$ cat config.mk
export PLATFORM = sky130hd
export DESIGN_NAME = status_interrupt_masks
export DESIGN_NICKNAME = d
export VERILOG_FILES = /design/src/sim_pkg.sv /design/src/sim_reg_if.sv /design/src/sim_sync.sv /design/src/sim_wb_slave.sv /design/src/status_interrupt_masks.sv
export SDC_FILE = /design/constraint.sdc
export NUM_CORES = 1
export LEC_CHECK = 0
export BUFFER_PORTS_ARGS = -buffer_cell sky130_fd_sc_hd__buf_2
export CAP_MARGIN = 0
export CORE_MARGIN = 5
export CORE_UTILIZATION = 57
export CTS_BUF_LIST = sky130_fd_sc_hd__clkbuf_8
export DETAILED_ROUTE_END_ITERATION = 10
export PLACE_DENSITY = 0.88
export SLEW_MARGIN = 20
export SYNTH_ARGS = -nofsm -noshare
export SYNTH_HDL_FRONTEND = slang
export SYNTH_SLANG_ARGS = --single-unit
$ cat constraint.sdc
create_clock -name clk -period 2.6 [get_ports clk]
set_clock_uncertainty 0.1 [all_clocks]
set_input_delay 0.26 -clock clk [delete_from_list [all_inputs] [get_ports clk]]
set_output_delay 0.26 -clock clk [all_outputs]
set_load 0.02 [all_outputs]
$ cat src/sim_pkg.sv
package sim_pkg;

  // bus geometry
  localparam int ADR_W = 8;
  localparam int IDX_W = 6;
  localparam int DAT_W = 32;
  localparam int SEL_W = 4;
  localparam int REG_W = 8;
  localparam int SYNC_W = 29;

  // register indices, byte address is four times the index
  localparam logic [IDX_W-1:0] IDX_BC_STATUS = 6'h0A;
  localparam logic [IDX_W-1:0] IDX_SW_STATUS = 6'h0B;
  localparam logic [IDX_W-1:0] IDX_COMMON_MASK = 6'h0C;
  localparam logic [IDX_W-1:0] IDX_CONFIG_CHANNEL_EVENT_MASK = 6'h0D;
  localparam logic [IDX_W-1:0] IDX_CHARGER_DETECT_EVENT_MASK = 6'h0E;
  localparam logic [IDX_W-1:0] IDX_SW_MASK = 6'h0F;
  localparam logic [IDX_W-1:0] IDX_CTRL = 6'h15;
  localparam logic [IDX_W-1:0] IDX_EVT_STATUS = 6'h20;
  localparam logic [IDX_W-1:0] IDX_EVT_CLEAR = 6'h21;

  // reset values and implemented bits
  localparam logic [REG_W-1:0] COMMON_MASK_RST = 8'h04;
  localparam logic [REG_W-1:0] CONFIG_CHANNEL_EVENT_MASK_RST = 8'h00;
  localparam logic [REG_W-1:0] CHARGER_DETECT_EVENT_MASK_RST = 8'h00;
  localparam logic [REG_W-1:0] SW_MASK_RST = 8'h00;
  localparam logic [REG_W-1:0] CONFIG_CHANNEL_EVENT_MASK_BITS = 8'h3F;
  localparam logic [REG_W-1:0] CHARGER_DETECT_EVENT_MASK_BITS = 8'h1F;
  localparam logic [REG_W-1:0] SW_MASK_BITS = 8'h03;
  localparam logic IRQ_PIN_EN_RST = 1'b1;

  // read-only status fields and the writable control pin-enable bit
  localparam int SW_READY_BIT = 7;
  localparam int SW_CLOSED_BIT = 1;
  localparam int SW_SUPPLY_OVERVOLTAGE_BIT = 0;
  localparam int BC_RUN_BIT = 1;
  localparam int BC_TMO_BIT = 0;
  localparam int CTRL_IRQ_EN_BIT = 7;

  // event and mask positions inside each group
  localparam int CM_THERMAL = 4;
  localparam int CM_LOWPWR = 3;
  localparam int CC_STATE = 5;
  localparam int CC_PIN = 4;
  localparam int CC_CUR = 3;
  localparam int CC_VCN = 2;
  localparam int CC_OCP = 1;
  localparam int CC_ABORT = 0;
  localparam int BC_TYPE = 4;
  localparam int BC_PROP = 3;
  localparam int BC_RISE = 2;
  localparam int BC_FALL = 1;
  localparam int BC_TMO = 0;
  localparam int SWM_CLOSED = 1;
  localparam int SWM_SUPPLY_OVERVOLTAGE = 0;

  // group lanes in the event status word
  localparam int EVT_CMN_LSB = 0;
  localparam int EVT_CC_LSB = 8;
  localparam int EVT_BC_LSB = 16;
  localparam int EVT_SW_LSB = 24;

  // positions in the synchronised input vector
  localparam int RAW_CMN_LSB = 0;
  localparam int RAW_CC_STATE = 8;
  localparam int RAW_CC_PIN = 11;
  localparam int RAW_CC_CUR = 13;
  localparam int RAW_CC_VCN = 15;
  localparam int RAW_CC_OCP = 16;
  localparam int RAW_CC_ABORT = 17;
  localparam int RAW_BC_TYPE = 18;
  localparam int RAW_BC_PROP = 20;
  localparam int RAW_BC_RUN = 23;
  localparam int RAW_BC_TMO = 24;
  localparam int RAW_SW_SUPPLY_OVERVOLTAGE = 25;
  localparam int RAW_SW_CLOSED = 26;
  localparam int RAW_READY = 27;
  localparam int RAW_AUTO = 28;

  typedef enum logic [1:0] {
    WB_IDLE = 2'b01,
    WB_ACK = 2'b10
  } sim_wb_state_t;

endpackage

$ cat src/sim_reg_if.sv
`timescale 1ns/100ps
`default_nettype none
interface sim_reg_if;
  import sim_pkg::*;
  logic wr;
  logic [IDX_W-1:0] idx;
  logic [SEL_W-1:0] sel;
  logic [DAT_W-1:0] wdata;
  logic [DAT_W-1:0] rdata;
  modport bus (output wr, output idx, output sel, output wdata, input rdata);
  modport regs (input wr, input idx, input sel, input wdata, output rdata);
endinterface
`default_nettype wire

$ cat src/sim_sync.sv
`timescale 1ns/100ps
`default_nettype none
module sim_sync import sim_pkg::*; #(
  parameter int W = SYNC_W
) (
  // clock and reset
  input wire logic clk,
  input wire logic rst_n,
  // levels from outside the clock domain
  input wire logic [W-1:0] asyncIn,
  // synchronised view and edges
  output logic [W-1:0] level,
  output logic [W-1:0] rise,
  output logic [W-1:0] fall
);
  logic [W-1:0] stage1_reg;
  logic [W-1:0] stage1_next;
  logic [W-1:0] stage2_reg;
  logic [W-1:0] stage2_next;
  logic [W-1:0] prev_reg;
  logic [W-1:0] prev_next;

  always_comb begin
    stage1_next = asyncIn;
    stage2_next = stage1_reg;
    prev_next = stage2_reg;
  end

  always_ff @(posedge clk or negedge rst_n) begin
    if (!rst_n) begin
      stage1_reg <= '0;
      stage2_reg <= '0;
      prev_reg <= '0;
    end else begin
      stage1_reg <= stage1_next;
      stage2_reg <= stage2_next;
      prev_reg <= prev_next;
    end
  end

  assign level = stage2_reg;
  assign rise = stage2_reg & ~prev_reg;
  assign fall = prev_reg & ~stage2_reg;
endmodule
`default_nettype wire

$ cat src/sim_wb_slave.sv
`timescale 1ns/100ps
`default_nettype none
module sim_wb_slave import sim_pkg::*; (
  // clock and reset
  input wire logic clk,
  input wire logic rst_n,
  // wishbone classic slave
  input wire logic wb_cyc_i,
  input wire logic wb_stb_i,
  input wire logic wb_we_i,
  input wire logic [ADR_W-1:0] wb_adr_i,
  input wire logic [SEL_W-1:0] wb_sel_i,
  input wire logic [DAT_W-1:0] wb_dat_i,
  output logic [DAT_W-1:0] wb_dat_o,
  output logic wb_ack_o,
  // register file side
  sim_reg_if.bus rif
);
  sim_wb_state_t state_reg;
  sim_wb_state_t state_next;
  logic [DAT_W-1:0] dat_reg;
  logic [DAT_W-1:0] dat_next;
  logic req;

  assign req = wb_cyc_i && wb_stb_i;

  always_comb begin
    state_next = state_reg;
    dat_next = dat_reg;
    unique case (state_reg)
      WB_IDLE: begin
        if (req) begin
          state_next = WB_ACK;
          dat_next = rif.rdata;
        end
      end
      WB_ACK: begin
        state_next = WB_IDLE;
      end
    endcase
  end

  always_ff @(posedge clk or negedge rst_n) begin
    if (!rst_n) begin
      state_reg <= WB_IDLE;
      dat_reg <= '0;
    end else begin
      state_reg <= state_next;
      dat_reg <= dat_next;
    end
  end

  // write commits on the edge where the master sees ack
  assign wb_ack_o = (state_reg == WB_ACK);
  assign wb_dat_o = dat_reg;
  assign rif.wr = req && wb_we_i && (state_reg == WB_ACK);
  assign rif.idx = wb_adr_i[ADR_W-1:2];
  assign rif.sel = wb_sel_i;
  assign rif.wdata = wb_dat_i;
endmodule
`default_nettype wire

$ cat src/status_interrupt_masks.sv
`timescale 1ns/100ps
`default_nettype none
// What this block does
// contact timeout flag reads the live synchronised level, 0 again once the input drops
// ready bit reads 0 until settings loaded
// switch bit reads 1 only when closed
// overvoltage bit follows detector; register read-only
// mask bit 0 masks, 1 unmasks
// common mask bit layout fault to valid
// common mask resets 0x04, wake unmasked
// low-power event is a status change
// config-channel mask layout, resets to zero
// charger mask layout, resets to zero
// falling run edge has own mask
// switch mask bits 1:0, rest reserved
// pin is interrupt only when enabled
// pending flags gated by masks drive interrupt
// read-only and reserved bits ignore writes
module status_interrupt_masks import sim_pkg::*; (
  // clock and reset
  input wire logic clk,
  input wire logic rst_n,
  // wishbone classic slave
  input wire logic wb_cyc_i,
  input wire logic wb_stb_i,
  input wire logic wb_we_i,
  input wire logic [ADR_W-1:0] wb_adr_i,
  input wire logic [SEL_W-1:0] wb_sel_i,
  input wire logic [DAT_W-1:0] wb_dat_i,
  output logic [DAT_W-1:0] wb_dat_o,
  output logic wb_ack_o,
  // common supply and thermal status
  input wire logic [REG_W-1:0] commonStatus,
  // configuration channel status
  input wire logic [2:0] ccState,
  input wire logic [1:0] ccActivePin,
  input wire logic [1:0] ccCurrent,
  input wire logic connPowerStatus,
  input wire logic connPowerOvercurrent,
  input wire logic detectAbort,
  // charger detection status
  input wire logic [1:0] chargerType,
  input wire logic [2:0] proprietaryType,
  input wire logic detectRun,
  input wire logic contactDetectTimeout,
  // supply switch and loader status
  input wire logic supplySwitchClosed,
  input wire logic supplyOvervoltage,
  input wire logic otpLoadDone,
  input wire logic autoConfigFlag,
  // interrupt outputs
  output logic irq,
  output logic irqPin_n
);

  ////////////////////////////////////////////////////////////////////////////
  // bus front end and input synchronisers

  sim_reg_if rif ();

  sim_wb_slave u_wb (
    .clk(clk),
    .rst_n(rst_n),
    .wb_cyc_i(wb_cyc_i),
    .wb_stb_i(wb_stb_i),
    .wb_we_i(wb_we_i),
    .wb_adr_i(wb_adr_i),
    .wb_sel_i(wb_sel_i),
    .wb_dat_i(wb_dat_i),
    .wb_dat_o(wb_dat_o),
    .wb_ack_o(wb_ack_o),
    .rif(rif)
  );

  logic [SYNC_W-1:0] rawIn;
  logic [SYNC_W-1:0] lvl;
  logic [SYNC_W-1:0] rise;
  logic [SYNC_W-1:0] fall;
  logic [SYNC_W-1:0] chg;

  assign rawIn = {autoConfigFlag, otpLoadDone, supplySwitchClosed, supplyOvervoltage,
                  contactDetectTimeout, detectRun, proprietaryType, chargerType,
                  detectAbort, connPowerOvercurrent, connPowerStatus, ccCurrent,
                  ccActivePin, ccState, commonStatus};

  sim_sync #(.W(SYNC_W)) u_sync (
    .clk(clk),
    .rst_n(rst_n),
    .asyncIn(rawIn),
    .level(lvl),
    .rise(rise),
    .fall(fall)
  );

  assign chg = rise | fall;

  ////////////////////////////////////////////////////////////////////////////
  // event sources

  logic [DAT_W-1:0] evt;

  always_comb begin
    evt = '0;
    // every common bit raises on change, so low power is a change event
    evt[EVT_CMN_LSB +: REG_W] = chg[RAW_CMN_LSB +: REG_W];
    evt[EVT_CC_LSB + CC_STATE] = |chg[RAW_CC_STATE +: 3];
    evt[EVT_CC_LSB + CC_PIN] = |chg[RAW_CC_PIN +: 2];
    evt[EVT_CC_LSB + CC_CUR] = |chg[RAW_CC_CUR +: 2];
    evt[EVT_CC_LSB + CC_VCN] = chg[RAW_CC_VCN];
    evt[EVT_CC_LSB + CC_OCP] = chg[RAW_CC_OCP];
    evt[EVT_CC_LSB + CC_ABORT] = chg[RAW_CC_ABORT];
    evt[EVT_BC_LSB + BC_TYPE] = |chg[RAW_BC_TYPE +: 2];
    evt[EVT_BC_LSB + BC_PROP] = |chg[RAW_BC_PROP +: 3];
    evt[EVT_BC_LSB + BC_RISE] = rise[RAW_BC_RUN];
    evt[EVT_BC_LSB + BC_FALL] = fall[RAW_BC_RUN];
    evt[EVT_BC_LSB + BC_TMO] = rise[RAW_BC_TMO];
    evt[EVT_SW_LSB + SWM_CLOSED] = chg[RAW_SW_CLOSED];
    evt[EVT_SW_LSB + SWM_SUPPLY_OVERVOLTAGE] = chg[RAW_SW_SUPPLY_OVERVOLTAGE];
  end

  ////////////////////////////////////////////////////////////////////////////
  // register file

  logic [REG_W-1:0] commonMask_reg;
  logic [REG_W-1:0] commonMask_next;
  logic [REG_W-1:0] ccMask_reg;
  logic [REG_W-1:0] ccMask_next;
  logic [REG_W-1:0] bcMask_reg;
  logic [REG_W-1:0] bcMask_next;
  logic [REG_W-1:0] swMask_reg;
  logic [REG_W-1:0] swMask_next;
  logic irqPinEn_reg;
  logic irqPinEn_next;
  logic ready_reg;
  logic ready_next;
  logic [DAT_W-1:0] pending_reg;
  logic [DAT_W-1:0] pending_next;
  logic [DAT_W-1:0] clearVec;
  logic [DAT_W-1:0] enableVec;
  logic wrLow;

  assign wrLow = rif.wr && rif.sel[0];
  assign enableVec = {swMask_reg, bcMask_reg, ccMask_reg, commonMask_reg};

  genvar g;
  generate
    for (g = 0; g < SEL_W; g++) begin : g_clear
      assign clearVec[g*REG_W +: REG_W] =
        (rif.wr && rif.idx == IDX_EVT_CLEAR && rif.sel[g]) ?
        rif.wdata[g*REG_W +: REG_W] : '0;
    end
  endgenerate

  always_comb begin
    commonMask_next = commonMask_reg;
    ccMask_next = ccMask_reg;
    bcMask_next = bcMask_reg;
    swMask_next = swMask_reg;
    irqPinEn_next = irqPinEn_reg;
    // loader completion latches until the next reset
    ready_next = ready_reg | lvl[RAW_READY];
    // a new event beats a clear in the same cycle
    pending_next = (pending_reg & ~clearVec) | evt;
    if (wrLow) begin
      unique case (rif.idx)
        IDX_COMMON_MASK: commonMask_next = rif.wdata[REG_W-1:0];
        IDX_CONFIG_CHANNEL_EVENT_MASK: ccMask_next = rif.wdata[REG_W-1:0] & CONFIG_CHANNEL_EVENT_MASK_BITS;
        IDX_CHARGER_DETECT_EVENT_MASK: bcMask_next = rif.wdata[REG_W-1:0] & CHARGER_DETECT_EVENT_MASK_BITS;
        IDX_SW_MASK: swMask_next = rif.wdata[REG_W-1:0] & SW_MASK_BITS;
        IDX_CTRL: irqPinEn_next = rif.wdata[CTRL_IRQ_EN_BIT];
        default: begin
          // status and unmapped indices take no write
        end
      endcase
    end
  end

  always_ff @(posedge clk or negedge rst_n) begin
    if (!rst_n) begin
      commonMask_reg <= COMMON_MASK_RST;
      ccMask_reg <= CONFIG_CHANNEL_EVENT_MASK_RST;
      bcMask_reg <= CHARGER_DETECT_EVENT_MASK_RST;
      swMask_reg <= SW_MASK_RST;
      irqPinEn_reg <= IRQ_PIN_EN_RST;
      ready_reg <= 1'b0;
      pending_reg <= '0;
    end else begin
      commonMask_reg <= commonMask_next;
      ccMask_reg <= ccMask_next;
      bcMask_reg <= bcMask_next;
      swMask_reg <= swMask_next;
      irqPinEn_reg <= irqPinEn_next;
      ready_reg <= ready_next;
      pending_reg <= pending_next;
    end
  end

  ////////////////////////////////////////////////////////////////////////////
  // read mux

  always_comb begin
    rif.rdata = '0;
    unique case (rif.idx)
      IDX_BC_STATUS: begin
        rif.rdata[BC_RUN_BIT] = lvl[RAW_BC_RUN];
        rif.rdata[BC_TMO_BIT] = lvl[RAW_BC_TMO];
      end
      IDX_SW_STATUS: begin
        rif.rdata[SW_READY_BIT] = ready_reg;
        rif.rdata[SW_CLOSED_BIT] = lvl[RAW_SW_CLOSED];
        rif.rdata[SW_SUPPLY_OVERVOLTAGE_BIT] = lvl[RAW_SW_SUPPLY_OVERVOLTAGE];
      end
      IDX_COMMON_MASK: rif.rdata[REG_W-1:0] = commonMask_reg;
      IDX_CONFIG_CHANNEL_EVENT_MASK: rif.rdata[REG_W-1:0] = ccMask_reg;
      IDX_CHARGER_DETECT_EVENT_MASK: rif.rdata[REG_W-1:0] = bcMask_reg;
      IDX_SW_MASK: rif.rdata[REG_W-1:0] = swMask_reg;
      IDX_CTRL: rif.rdata[CTRL_IRQ_EN_BIT] = irqPinEn_reg;
      IDX_EVT_STATUS: rif.rdata = pending_reg;
      default: rif.rdata = '0;
    endcase
  end

  ////////////////////////////////////////////////////////////////////////////
  // interrupt outputs

  logic irq_reg;
  logic irq_next;
  logic pin_reg;
  logic pin_next;
  logic flagLevel;

  // with the pin in flag mode it shows thermal, overvoltage or autoconfig
  assign flagLevel = lvl[RAW_CMN_LSB + CM_THERMAL] | lvl[RAW_SW_SUPPLY_OVERVOLTAGE] | lvl[RAW_AUTO];

  always_comb begin
    irq_next = |(pending_reg & enableVec);
    pin_next = irqPinEn_reg ? ~irq_reg : ~flagLevel;
  end

  always_ff @(posedge clk or negedge rst_n) begin
    if (!rst_n) begin
      irq_reg <= 1'b0;
      pin_reg <= 1'b1;
    end else begin
      irq_reg <= irq_next;
      pin_reg <= pin_next;
    end
  end

  assign irq = irq_reg;
  assign irqPin_n = pin_reg;
endmodule
`default_nettype wire

* Yosys cells after proc, flatten, opt, wreduce, memory -nomap -nowiden
Index checks and enable logic that the tools add are counted.
** Operators by class
- Equal/unequal tests :: 12
- Multiplexer cells :: 11
- Bitwise logic cells :: 14
- Reductions and logical operators :: 21
** Operators by type and width (number)
- $and A27 B27 Y27 :: 2
- $not A27 Y27 :: 2
- $eq A6 B4 Y1 const B :: 6
- $and A32 B26 Y32 :: 1
- $and A32 B32 Y32 :: 1
- $mux W8 :: 4
- $not A32 Y32 :: 1
- $or A32 B26 Y32 :: 1
- $reduce_or A32 Y1 :: 1
- $or A27 B27 Y27 :: 1
- $mux W24 :: 1
- $pmux W5 S4 :: 1
- $pmux W2 S7 :: 1
- $eq A6 B6 Y1 const B :: 2
- $reduce_and A2 Y1 :: 6
- $logic_and A1 B1 Y1 :: 9
- $eq A6 B5 Y1 const B :: 1
- $reduce_or A2 Y1 :: 3
- $reduce_or A3 Y1 :: 2
- $pmux W1 S4 :: 1
- $pmux W2 S2 :: 1
- $or A1 B1 Y1 :: 3
- $eq A2 B1 Y1 const B :: 1
- $eq A2 B2 Y1 const B :: 1
- 4 further kinds :: 5
** Word-level totals
- Bits in registers :: 176
- Input port bits :: 78
- Output and inout port bits :: 35
- Logic and storage cells :: 72

* Depth between registers and ports, before layout
Gate-level depths: netlist of the first run.
- Depth after elaboration :: 9
- Gate-level depth with buffers :: 6
- Depth with buffers taken out :: 4

* Hierarchy
From an unflattened synthesis of the first run, not the netlist that was laid out.
** Unflattened totals
- Cell total of the unflattened synthesis :: 503
- Area, all modules :: 7204.4 um2
** Modules (own cells, without submodules)
- status_interrupt_masks :: times used 1, cells each 240, area each 2783.9 um2
- sim_sync :: times used 1, cells each 145, area each 2685.1 um2
- sim_wb_slave :: times used 1, cells each 118, area each 1735.4 um2

* Worst setup path before layout of the first run
Ideal clock, no wire load.
- Path kind :: register -> register
- From :: register u_wb.state_reg[0]
- To :: register bcMask_reg[0]
- Setup time :: 125 ps
- Data arrival time :: 1564 ps
- Required time :: 2375 ps
- Slack :: 811 ps
- Cell stages (with the launch flop) :: 5
- Path buffers :: 0
- Clock period less this slack :: 1789 ps
- Cell sequence :: dfstp_2 -> nand3b_1 -> or2_4 -> nor4b_4 -> mux2_2
** On the way
- Word-level cells in the longest chain between the ends :: 4
** RTL lines
- from (decl) :: line sim_wb_slave.sv:19 : sim_wb_state_t state_reg;
- from (signal assigned) :: line sim_wb_slave.sv:48 : state_reg <= state_next;
- $eq A2 B2 Y1 :: line sim_wb_slave.sv:56 : assign rif.wr = req && wb_we_i && (state_reg == WB_ACK);
- $logic_and A1 B1 Y1 :: line sim_wb_slave.sv:56
- $logic_and A1 B1 Y1 :: line status_interrupt_masks.sv:142 : assign wrLow = rif.wr && rif.sel[0];
- $reduce_and A2 Y1 (no source line)
- to (signal assigned) :: line status_interrupt_masks.sv:190 : bcMask_reg <= bcMask_next;
- to (decl) :: line status_interrupt_masks.sv:128 : logic [REG_W-1:0] bcMask_reg;
Every way passes these cells.
A chain may end at the register's enable or synchronous reset.

* Worst setup path in the final report of the first run
- From :: register u_wb.state_reg[0]
- To :: register bcMask_reg[4]
The elaborated chain is that of the path after synthesis.

==> run summary, run 1 <==
post-CTS resize count = 0
Antenna Nets Post-Route = 0
die height = 116 um
FP Rows = 38
post-synthesis register bit count = 176
CTS clk-pin slew, worst paths = 0.10 ns
global-route wire length before repair = 23,400 um
GR Util met2 = 38.3%
top-area cell type share of the netlist area = 67.6%
power density over the cells = 659 nW/um^2
Final Slew Violations = 0
VDD IR-drop max = 0.000458 V
commonest cells after routing, fill and taps aside = dfrtp_1, buf_2, nand2_1
FFs w/ async S/R, synth = 100%
vias in the first global route = 4,686
die area = 13,400 sq um
ratio of cells with drive above 1 in the final layout = 29.3%
dpl cell area = 7110 sq um
CP arrival = 2.23 ns
Setup CP Type = flip-flop to flip-flop
die width = 116 um
hpwl dp = 9850 um
syn nets = 549
total negative slack = 0 ns
R2R setup slack = 0.61 ns
TritonCTS buffer count = 17
Main synth FF type = dfrtp_1
Synth cell types = 47
placed insts = 716
crit path from = u_wb.state_reg[0]$_DFFE_PN1P_
sequential element share of the synthesized area = 69.2%
Synth Warn # = 0
crit start category = flip-flop
Max-cap violations = 0
layer with the highest usage = met2
r2r worst-path depth = 4
dominant cells by area after synthesis = dfrtp_1, nand2_1, mux2_2
Crit. End Element = flip-flop
Min-Delay Path Class = primary input to flip-flop
Design Power = 5310 uW
Layout Nets = 727
met3 usage = 5.74%
initial antenna violation count = 1
reg2reg start = u_wb.state_reg[0]$_DFFE_PN1P_
status = complete, no violations
reg2reg end = bcMask_reg[4]$_DFFE_PN0P_
Hold Slack = 0.0293 ns
# H-tree levels = 4
final std cells w/o fill = 803
Worst Path Max Fanout = 5
wire length per cell = 17.7 um
Worst Tran Pin Value = 0.673 ns
final instance area = 8060 sq um
Pleak = 0.00380 uW
Gate Count Post-Synth = 471
RSZ-0062 raised after global routing = false
cell area after synthesis = 6370 sq um
Starting Density = 58.5%
DRT iter0 DRCs = 457
Avg Cell Area, Syn = 13.5 sq um
core outline area = 10,900 sq um
Boundary Pins = 113
commonest non-fill, non-tap cell in the layout = dfrtp_1
CTS tree = done
worst relative slew slack = 55.1%
final setup fails = 0
clk sinks = 176
Skew-Pair Late Insertion Delay = 0.46 ns
Detailed Route WL = 14,200 um
worst hold start = wb_dat_i[1]
PortBufs = 110
drt first pass iters = 5
largest net degree at the start of global routing = 73
routed via count = 4,344
residual DRC count = 0
area leader, netlist = dfrtp_1
hold path depth = 2
remaining global-route overflow = 0
CTS Root Cell = clkbuf_8
Final Hold Viols = 0
hold worst-path end = swMask_reg[1]$_DFFE_PN0P_
Peak Freq = 0.501 GHz
met1 GRT Util = 30.0%
Post-CTS Setup Bufs = 0
Tcrit/Tclk final = 76.7%
hold_buf cts = 54
Tmin final = 1.99 ns
EDFF count, synth = 0
Layout fillers = 715
routability cong. = 0.942
GRT Overall Usage = 23.2%
vias per inst = 5.41
clk buf depth = 2
Area Overhead vs Synth = 26.5%
critical path required time = 2.84 ns
==> final cells by class <==
type | count | area (sq um) | area share [%]
multi-input cells | 274 | 1860 | 23.1
clock inverters | 15 | 166 | 2.07
well taps | 140 | 175 | 2.17
flip-flops and latches | 176 | 4410 | 54.7
diodes | 1 | 2.50 | 0.0311
repair buffers | 175 | 1190 | 14.8
clock buffers | 17 | 234 | 2.90
inverters | 5 | 18.8 | 0.233
==> cell families after synthesis <==
family | after synthesis | share of synthesized area, %
DFF | 176 | 69.2
and+or+nand+nor | 156 | 13.2
AOI/OAI and AO/OA | 67 | 7.62
muxes | 26 | 4.93
xor gates and xnor gates | 25 | 3.44
buffers and inverters | 21 | 1.63
==> worst max-delay path: stages (launching register included) <==
cell      delay, ns
dfstp_2        0.38
nand3b_1       0.22
or2_4          0.31
nor4b_4        0.47
mux2_2         0.39
==> cells in the mapped netlist, types with 3 or more instances <==
| cell | instances |
|---|---|
| dfrtp_1 | 172 |
| nand2_1 | 66 |
| nand3_1 | 43 |
| mux2_2 | 22 |
| xor2_1 | 19 |
| a21o_1 | 15 |
| a21boi_0 | 11 |
| a22oi_1 | 11 |
| clkbuf_1 | 8 |
| nor2_1 | 7 |
| a21oi_1 | 6 |
| a221oi_1 | 6 |
| nand3b_1 | 6 |
| nor3_1 | 6 |
| o21ai_1 | 6 |
| xnor2_1 | 6 |
| buf_2 | 5 |
| inv_1 | 5 |
| and2_1 | 4 |
| dfstp_2 | 4 |
| nand2b_1 | 4 |
| a211o_1 | 3 |
| a211oi_1 | 3 |
==> power by group <==
group	internal [uW]	leakage (uW)	switching, uW
clock	728	0.000196	1080
combinational	229	0.00148	325
sequential	2870	0.00212	76.2
==> metrics by stage <==
stage,util [%],worst slack (ns)
after floorplan,-,0.811
after global placement,65.3,0.541
after detailed placement,65.3,0.469
after CTS,74.0,0.608
after global routing,74.0,0.515
final,74.0,0.606
==> worst max path at each step <==
| stage | depth (start not counted) | end | slack (ns) |
|---|---|---|---|
| final | 4 | bcMask_reg[4]$_DFFE_PN0P_ | 0.61 |
| after global routing | 4 | bcMask_reg[1]$_DFFE_PN0P_ | 0.51 |
| after CTS | 4 | bcMask_reg[4]$_DFFE_PN0P_ | 0.61 |
| after detailed placement | 5 | pending_reg[29]$_DFF_PN0_ | 0.47 |
| after global placement | 5 | pending_reg[28]$_DFF_PN0_ | 0.54 |
| after floorplan | 4 | bcMask_reg[0]$_DFFE_PN0P_ | 0.81 |
==> per-layer routing <==
layer	part of all wire, %	vias to the layer above
li1	-	2001
met1	40	2142
met2	50	173
met3	7.2	28
met4	2.3	0
met5	0	-
No activity file was read; power rests on OpenSTA's default activity.
==> run 2: changes to the inputs <==
==> constraint.sdc (replaced) <==
create_clock -name clk -period 1.93 [get_ports clk]
set_clock_uncertainty 0.1 [all_clocks]
set_input_delay 0.193 -clock clk [delete_from_list [all_inputs] [get_ports clk]]
set_output_delay 0.193 -clock clk [all_outputs]
set_load 0.02 [all_outputs]
==> run 2 against run 1 <==
Effect of this change: total power rose by 37%; routed wire length rose by 6.5%; die area did not move; first-iteration DRC count fell by 18%; sequential power rose by 35%; utilization rose by 2.3 points; clock power rose by 39%; combinational power rose by 45%; setup slack got worse by 0.53 ns; clock-buffer cell count did not move; register-to-register slack got worse by 0.53 ns; sequential cell count did not move.
==> run summary, run 2 (synthesized netlist as in run 1, its figures left out) <==
status = complete, no violations
worst relative slew slack = 62.7% (+7.6 points)
Tmin final = 1.86 ns (-0.139 ns)
Max-cap violations = 0 (unchanged)
Post-CTS Setup Bufs = 0 (unchanged)
ratio of cells with drive above 1 in the final layout = 30.0% (+0.67 points)
drt first pass iters = 4 (-1)
largest net degree at the start of global routing = 53 (-27%)
wire length per cell = 18.4 um (+3.7%)
CP arrival = 2.09 ns (-0.14 ns)
initial antenna violation count = 0 (-1)
commonest cells after routing, fill and taps aside = dfrtp_1, buf_2, nand2_1
final setup fails = 0 (unchanged)
core outline area = 10,900 sq um (unchanged)
reg2reg end = bcMask_reg[4]$_DFFE_PN0P_
final core occ = 76.3% (+2.3 points)
Area Overhead vs Synth = 30.5%
Starting Density = 58.5% (unchanged)
hpwl dp = 10,200 um (+4.0%)
n_diodes = 0 (-1)
routed via count = 4,493 (+3.4%)
Final Slew Violations = 0 (unchanged)
Worst Path Max Fanout = 5 (unchanged)
VDD IR-drop max = 0.000654 V (+43%)
CTS Root Cell = clkbuf_8
TritonCTS buffer count = 17 (unchanged)
die height = 116 um (unchanged)
Skew-Pair Late Insertion Delay = 0.46 ns (about the same)
Detailed Route WL = 15,200 um (+6.5%)
placed insts = 727 (+1.5%)
vias in the first global route = 4,865 (+3.8%)
clk sinks = 176 (unchanged)
worst setup path endpoint = bcMask_reg[4]$_DFFE_PN0P_
Boundary Pins = 113 (unchanged)
Final Hold Viols = 0 (unchanged)
Peak Freq = 0.539 GHz (+7.5%)
r2r worst-path depth = 5 (+1)
total negative slack = 0 ns (unchanged)
FP Rows = 38 (unchanged)
Tcrit/Tclk final = 96.2% (+19 points)
# H-tree levels = 4 (unchanged)
Layout fillers = 645 (-9.8%)
GRT Overall Usage = 24.7% (+1.5 points)
Setup CP Type = flip-flop to flip-flop
global-route wire length before repair = 24,800 um (+6.2%)
vias per inst = 5.45 (+0.79%)
commonest non-fill, non-tap cell in the layout = dfrtp_1
CTS clk-pin slew, worst paths = 0.09 ns (about the same)
Crit. End Element = flip-flop
DRT iter0 DRCs = 373 (-18%)
crit path from = u_wb.state_reg[0]$_DFFE_PN1P_
routability cong. = 0.864 (-8.3%)
R2R setup slack = 0.07 ns (-0.53 ns)
Layout Nets = 749 (+3.0%)
crit start category = flip-flop
PortBufs = 110 (unchanged)
Hold Slack = 0.0832 ns (+0.0539 ns)
final std cells w/o fill = 824 (+2.6%)
RSZ-0062 raised after global routing = false
remaining global-route overflow = 0 (unchanged)
clk buf depth = 2 (unchanged)
Min-Delay Path Class = primary input to flip-flop
residual DRC count = 0 (unchanged)
CTS tree = done
die width = 116 um (unchanged)
die area = 13,400 sq um (unchanged)
Antenna Nets Post-Route = 0 (unchanged)
Worst Tran Pin Value = 0.552 ns (-0.121 ns)
power density over the cells = 876 nW/um^2 (+33%)
critical path required time = 2.17 ns (-0.67 ns)
Design Power = 7280 uW (+37%)
reg2reg start = u_wb.state_reg[0]$_DFFE_PN1P_
Pleak = 0.00392 uW (+3.3%)
[run 2: changes by cell type in the layout (fill, tap and decap cells not counted), moves of 2 or more]
cell           previous run  this run
dlygate4sd3_1            54        65
buf_4                    10        16
buf_12                    1         6
inv_8                     6         1
clkinv_8                  3         0
bufinv_16                 0         2
clkinv_2                  0         2
inv_6                     1         3
[run 2: final cells by class]
cell class	instances	area, sq um	area share, %
Sequential cell	176	4410	53.0
Multi-Input combinational cell	274	1870	22.4
Timing Repair Buffer	197	1450	17.4
Clock buffer	17	234	2.81
Tap cell	140	175	2.11
Clock inverter	15	161	1.94
Inverter	5	18.8	0.226
[run 2: per-layer routing]
layer  track usage (%)  part of all wire [%]  vias to the layer above  wire length (um)
li1                  -                     -                     2041                 -
met1              31.6                    40                     2222              6060
met2              40.2                    49                      184              7480
met3              5.95                   7.1                       46              1070
met4              12.0                   3.6                        0               543
met5                 0                     0                        -                 0
[run 2: repair_timing]
action | CTS | global route
setup endpoints to repair | 0 | 1
gates resized for setup | 0 | 1
hold endpoints to repair | 233 | 0
hold buffers | 65 | 0
[run 2: critical path, cell delays in order, from the launching register on]
cell,delay [ns]
dfstp_2,0.38
nand3b_1,0.18
or2_4,0.30
nor4b_4,0.25
buf_4,0.20
mux2_2,0.34
[run 2: how the worst min path moves through the flow]
| stage | depth (start not counted) | to | from | slack [ns] |
|---|---|---|---|---|
| floorplan | 0 | bcMask_reg[0]$_DFFE_PN0P_ | rst_n | -0.20 |
| global placement | 1 | u_sync.stage1_reg[5]$_DFF_PN0_ | rst_n | 0.06 |
| detailed placement | 1 | u_sync.stage1_reg[5]$_DFF_PN0_ | rst_n | 0.07 |
| CTS | 4 | u_wb.wb_dat_o[1]$_DFFE_PN0P_ | wb_adr_i[7] | 0.04 |
| global route | 4 | u_wb.wb_dat_o[1]$_DFFE_PN0P_ | wb_adr_i[7] | 0.09 |
| finish | 4 | u_wb.wb_dat_o[1]$_DFFE_PN0P_ | wb_adr_i[7] | 0.08 |
[run 2: metrics by stage]
stage               setup WS [ns]  cell area [sq um]
floorplan                   0.141               6370
finish                     0.0743               8310
detailed placement         -0.111               7260
global route              0.00728               8310
CTS                        0.0656               8310
global placement          -0.0171               7260
[run 2: power by group]
group / switching [uW] / internal [uW] / total, uW
clock network: 1340 / 1170 / 2500
registers: 101 / 3870 / 3970
logic: 451 / 351 / 802
total: 1890 / 5390 / 7280
==> run 3: changes to the inputs <==
--- a/config.mk
+++ b/config.mk
@@ -7,6 +7,7 @@
 export LEC_CHECK = 0
 export BUFFER_PORTS_ARGS = -buffer_cell sky130_fd_sc_hd__buf_2
 export CAP_MARGIN = 0
+export CORE_ASPECT_RATIO = 2
 export CORE_MARGIN = 5
 export CORE_UTILIZATION = 57
 export CTS_BUF_LIST = sky130_fd_sc_hd__clkbuf_8
==> run 3 against run 2 <==
Effect of this change: sequential cell count is the same; routed wire length is 7.0% higher; hold slack got worse by 0.042 ns; sequential power about the same; critical path depth stayed put; sequential share of layout area about the same; combinational power barely moved; cell count decreased by 0.24%; fmax fell by 1.3%; largest power group unchanged; die area grew 0.96%; largest cell class unchanged; first-iteration DRC count shrank 2.7%; global-route usage grew 0.74 points.
==> run summary, run 3 (synthesized netlist as in run 1, its figures left out) <==
slowest stage cell, crit path = dfstp_2
Area Overhead vs Synth = 30.5% (about the same)
Starting Density = 58.2% (-0.31 points)
crit-path max cell delay = 0.38 ns (about the same)
power density over the cells = 900 nW/um^2 (+2.8%)
final instance area = 8310 sq um (about the same)
Antenna Nets Post-Route = 0 (unchanged)
die height = 160 um (+38%)
Clk pwr share = 36.1% (+1.7 points)
wire length per cell = 19.7 um (+7.3%)
vias per inst = 5.65 (+3.6%)
routability cong. = 0.961 (+11%)
total negative slack = 0 ns (unchanged)
global-route wire length before repair = 26,100 um (+5.3%)
PortBufs = 110 (unchanged)
CTS clk-pin slew, worst paths = 0.11 ns (+0.02 ns)
placed insts = 723 (-0.55%)
die width = 84.8 um (-27%)
crit-path leading delay family = simple AND/OR/NAND/NOR gates
commonest cells after routing, fill and taps aside = dfrtp_1, buf_2, nand2_1
remaining global-route overflow = 0 (unchanged)
logic gate share of total power = 10.7% (-0.3 points)
Detailed Route WL = 16,200 um (+7.0%)
critical path required time = 2.19 ns (+0.02 ns)
initial antenna violation count = 1 (+1)
# H-tree levels = 4 (unchanged)
routed via count = 4,642 (+3.3%)
TritonCTS buffer count = 17 (unchanged)
status = complete, no violations
Pleak = 0.00392 uW (-0.21%)
VDD IR-drop max = 0.000685 V (+4.7%)
DRT iter0 DRCs = 363 (-2.7%)
ratio of cells with drive above 1 in the final layout = 29.8% (-0.16 points)
drt first pass iters = 5 (+1)
Max-cap violations = 0 (unchanged)
final std cells w/o fill = 822 (-0.24%)
core outline area = 10,900 sq um (+0.53%)
GRT Overall Usage = 25.5% (+0.74 points)
net load switching power = 2210 uW (+17%)
Sw Share = 29.5% (+3.5 points)
clk sinks = 176 (unchanged)
Tcrit/Tclk final = 97.4% (+1.2 points)
crit start category = flip-flop
Peak Freq = 0.532 GHz (-1.3%)
residual DRC count = 0 (unchanged)
Worst Path Max Fanout = 5 (unchanged)
hpwl dp = 10,400 um (+1.8%)
Skew-Pair Late Insertion Delay = 0.47 ns (about the same)
CP bufs+invs = 1 (unchanged)
Setup CP Type = flip-flop to flip-flop
die area = 13,500 sq um (+0.96%)
vias in the first global route = 4,956 (+1.9%)
CTS tree = done
Crit. End Element = flip-flop
cells along the critical path = nand3b_1 > or2_4 > nor4b_4 > buf_4 > mux2_2
final setup fails = 0 (unchanged)
Final Hold Viols = 0 (unchanged)
CP arrival = 2.14 ns (+0.05 ns)
Worst Tran Pin Value = 0.546 ns (-0.00576 ns)
worst relative slew slack = 63.1% (+0.39 points)
CTS Root Cell = clkbuf_8
dpl cell area = 7190 sq um (-0.93%)
RSZ-0062 raised after global routing = false
Seq pwr share = 53.2% (-1.4 points)
Boundary Pins = 113 (unchanged)
Final Slew Violations = 0 (unchanged)
Min-Delay Path Class = primary input to flip-flop
clk buf depth = 2 (unchanged)
Tmin final = 1.88 ns (+0.0237 ns)
commonest non-fill, non-tap cell in the layout = dfrtp_1
Int Pwr = 5280 uW (-2.1%)
largest net degree at the start of global routing = 54 (+1.9%)
final core occ = 75.9% (-0.41 points)
Layout Nets = 746 (-0.40%)
FP Rows = 54 (+42%)
-- run 3: power groups by stage --
| stage | clock network (uW) | logic, uW | registers, uW |
|---|---|---|---|
| after CTS | 2740 | 793 | 3970 |
| after detailed placement | 0 | 683 | 4050 |
| after global placement | 0 | 657 | 4030 |
| after floorplan | 0 | 283 | 4090 |
| final | 2700 | 804 | 3980 |
| after global routing | 2900 | 876 | 4000 |
-- run 3: routing by layer --
metal / part of all wire [%] / vias to the layer above / GRT usage (%)
met1: 35 / 2286 / 27.5
li1: - / 2044 / -
met4: 6.9 / 0 / 18.2
met3: 5.3 / 79 / 6.01
met5: 0 / - / 0
met2: 53 / 233 / 42.9
-- run 3: tightest hold or removal path, cell delays in order --
cell and delay, ns:
buf_2 0.14, nor4b_1 0.10, nand3_1 0.08, a211oi_1 0.06
-- run 3: path summary, 6_finish.rpt --
kind | to | cells after the start | slack [ns] | from
min in group asynchronous | u_wb.wb_dat_o[15]$_DFFE_PN0P_ | 2 | 0.09 | rst_n
max | bcMask_reg[0]$_DFFE_PN0P_ | 5 | 0.05 | u_wb.state_reg[0]$_DFFE_PN1P_
max reg2reg | bcMask_reg[0]$_DFFE_PN0P_ | 5 | 0.05 | u_wb.state_reg[0]$_DFFE_PN1P_
min | u_wb.wb_dat_o[1]$_DFFE_PN0P_ | 4 | 0.04 | wb_adr_i[7]
max in group asynchronous | commonMask_reg[2]$_DFFE_PN1P_ | 3 | 0.93 | rst_n
min reg2reg | u_sync.level[0]$_DFF_PN0_ | 0 | 0.25 | u_sync.stage1_reg[0]$_DFF_PN0_
-- run 3: final cells by class --
class | instances | area [sq um]
inverters | 5 | 18.8
well taps | 140 | 175
flip-flops and latches | 176 | 4410
multi-input cells | 274 | 1870
repair buffers | 194 | 1390
clock inverters | 15 | 218
diodes | 1 | 2.50
fillers | 661 | 2640
clock buffers | 17 | 234
-- run 3: per-stage QoR --
step | setup slack [ns] | total power, uW | hold slack [ns]
4_1_cts | 0.00797 | 7510 | 0.0146
5_1_grt | 0.00744 | 7770 | 0.0929
3_3_place_gp | -0.0860 | 4690 | 0.0232
2_1_floorplan | 0.141 | 4370 | -0.203
3_5_place_dp | -0.168 | 4730 | 0.0279
6_report | 0.0506 | 7480 | 0.0411
-- run 3: what timing repair did --
| item | CTS | global route |
|---|---|---|
| pin swaps | 1 | 1 |
| endpoints found under the hold margin | 255 | 0 |
| buffers inserted | 0 | 1 |
| endpoints found under the setup margin | 5 | 11 |
| gates resized for setup | 0 | 1 |
| hold buffers | 65 | 0 |
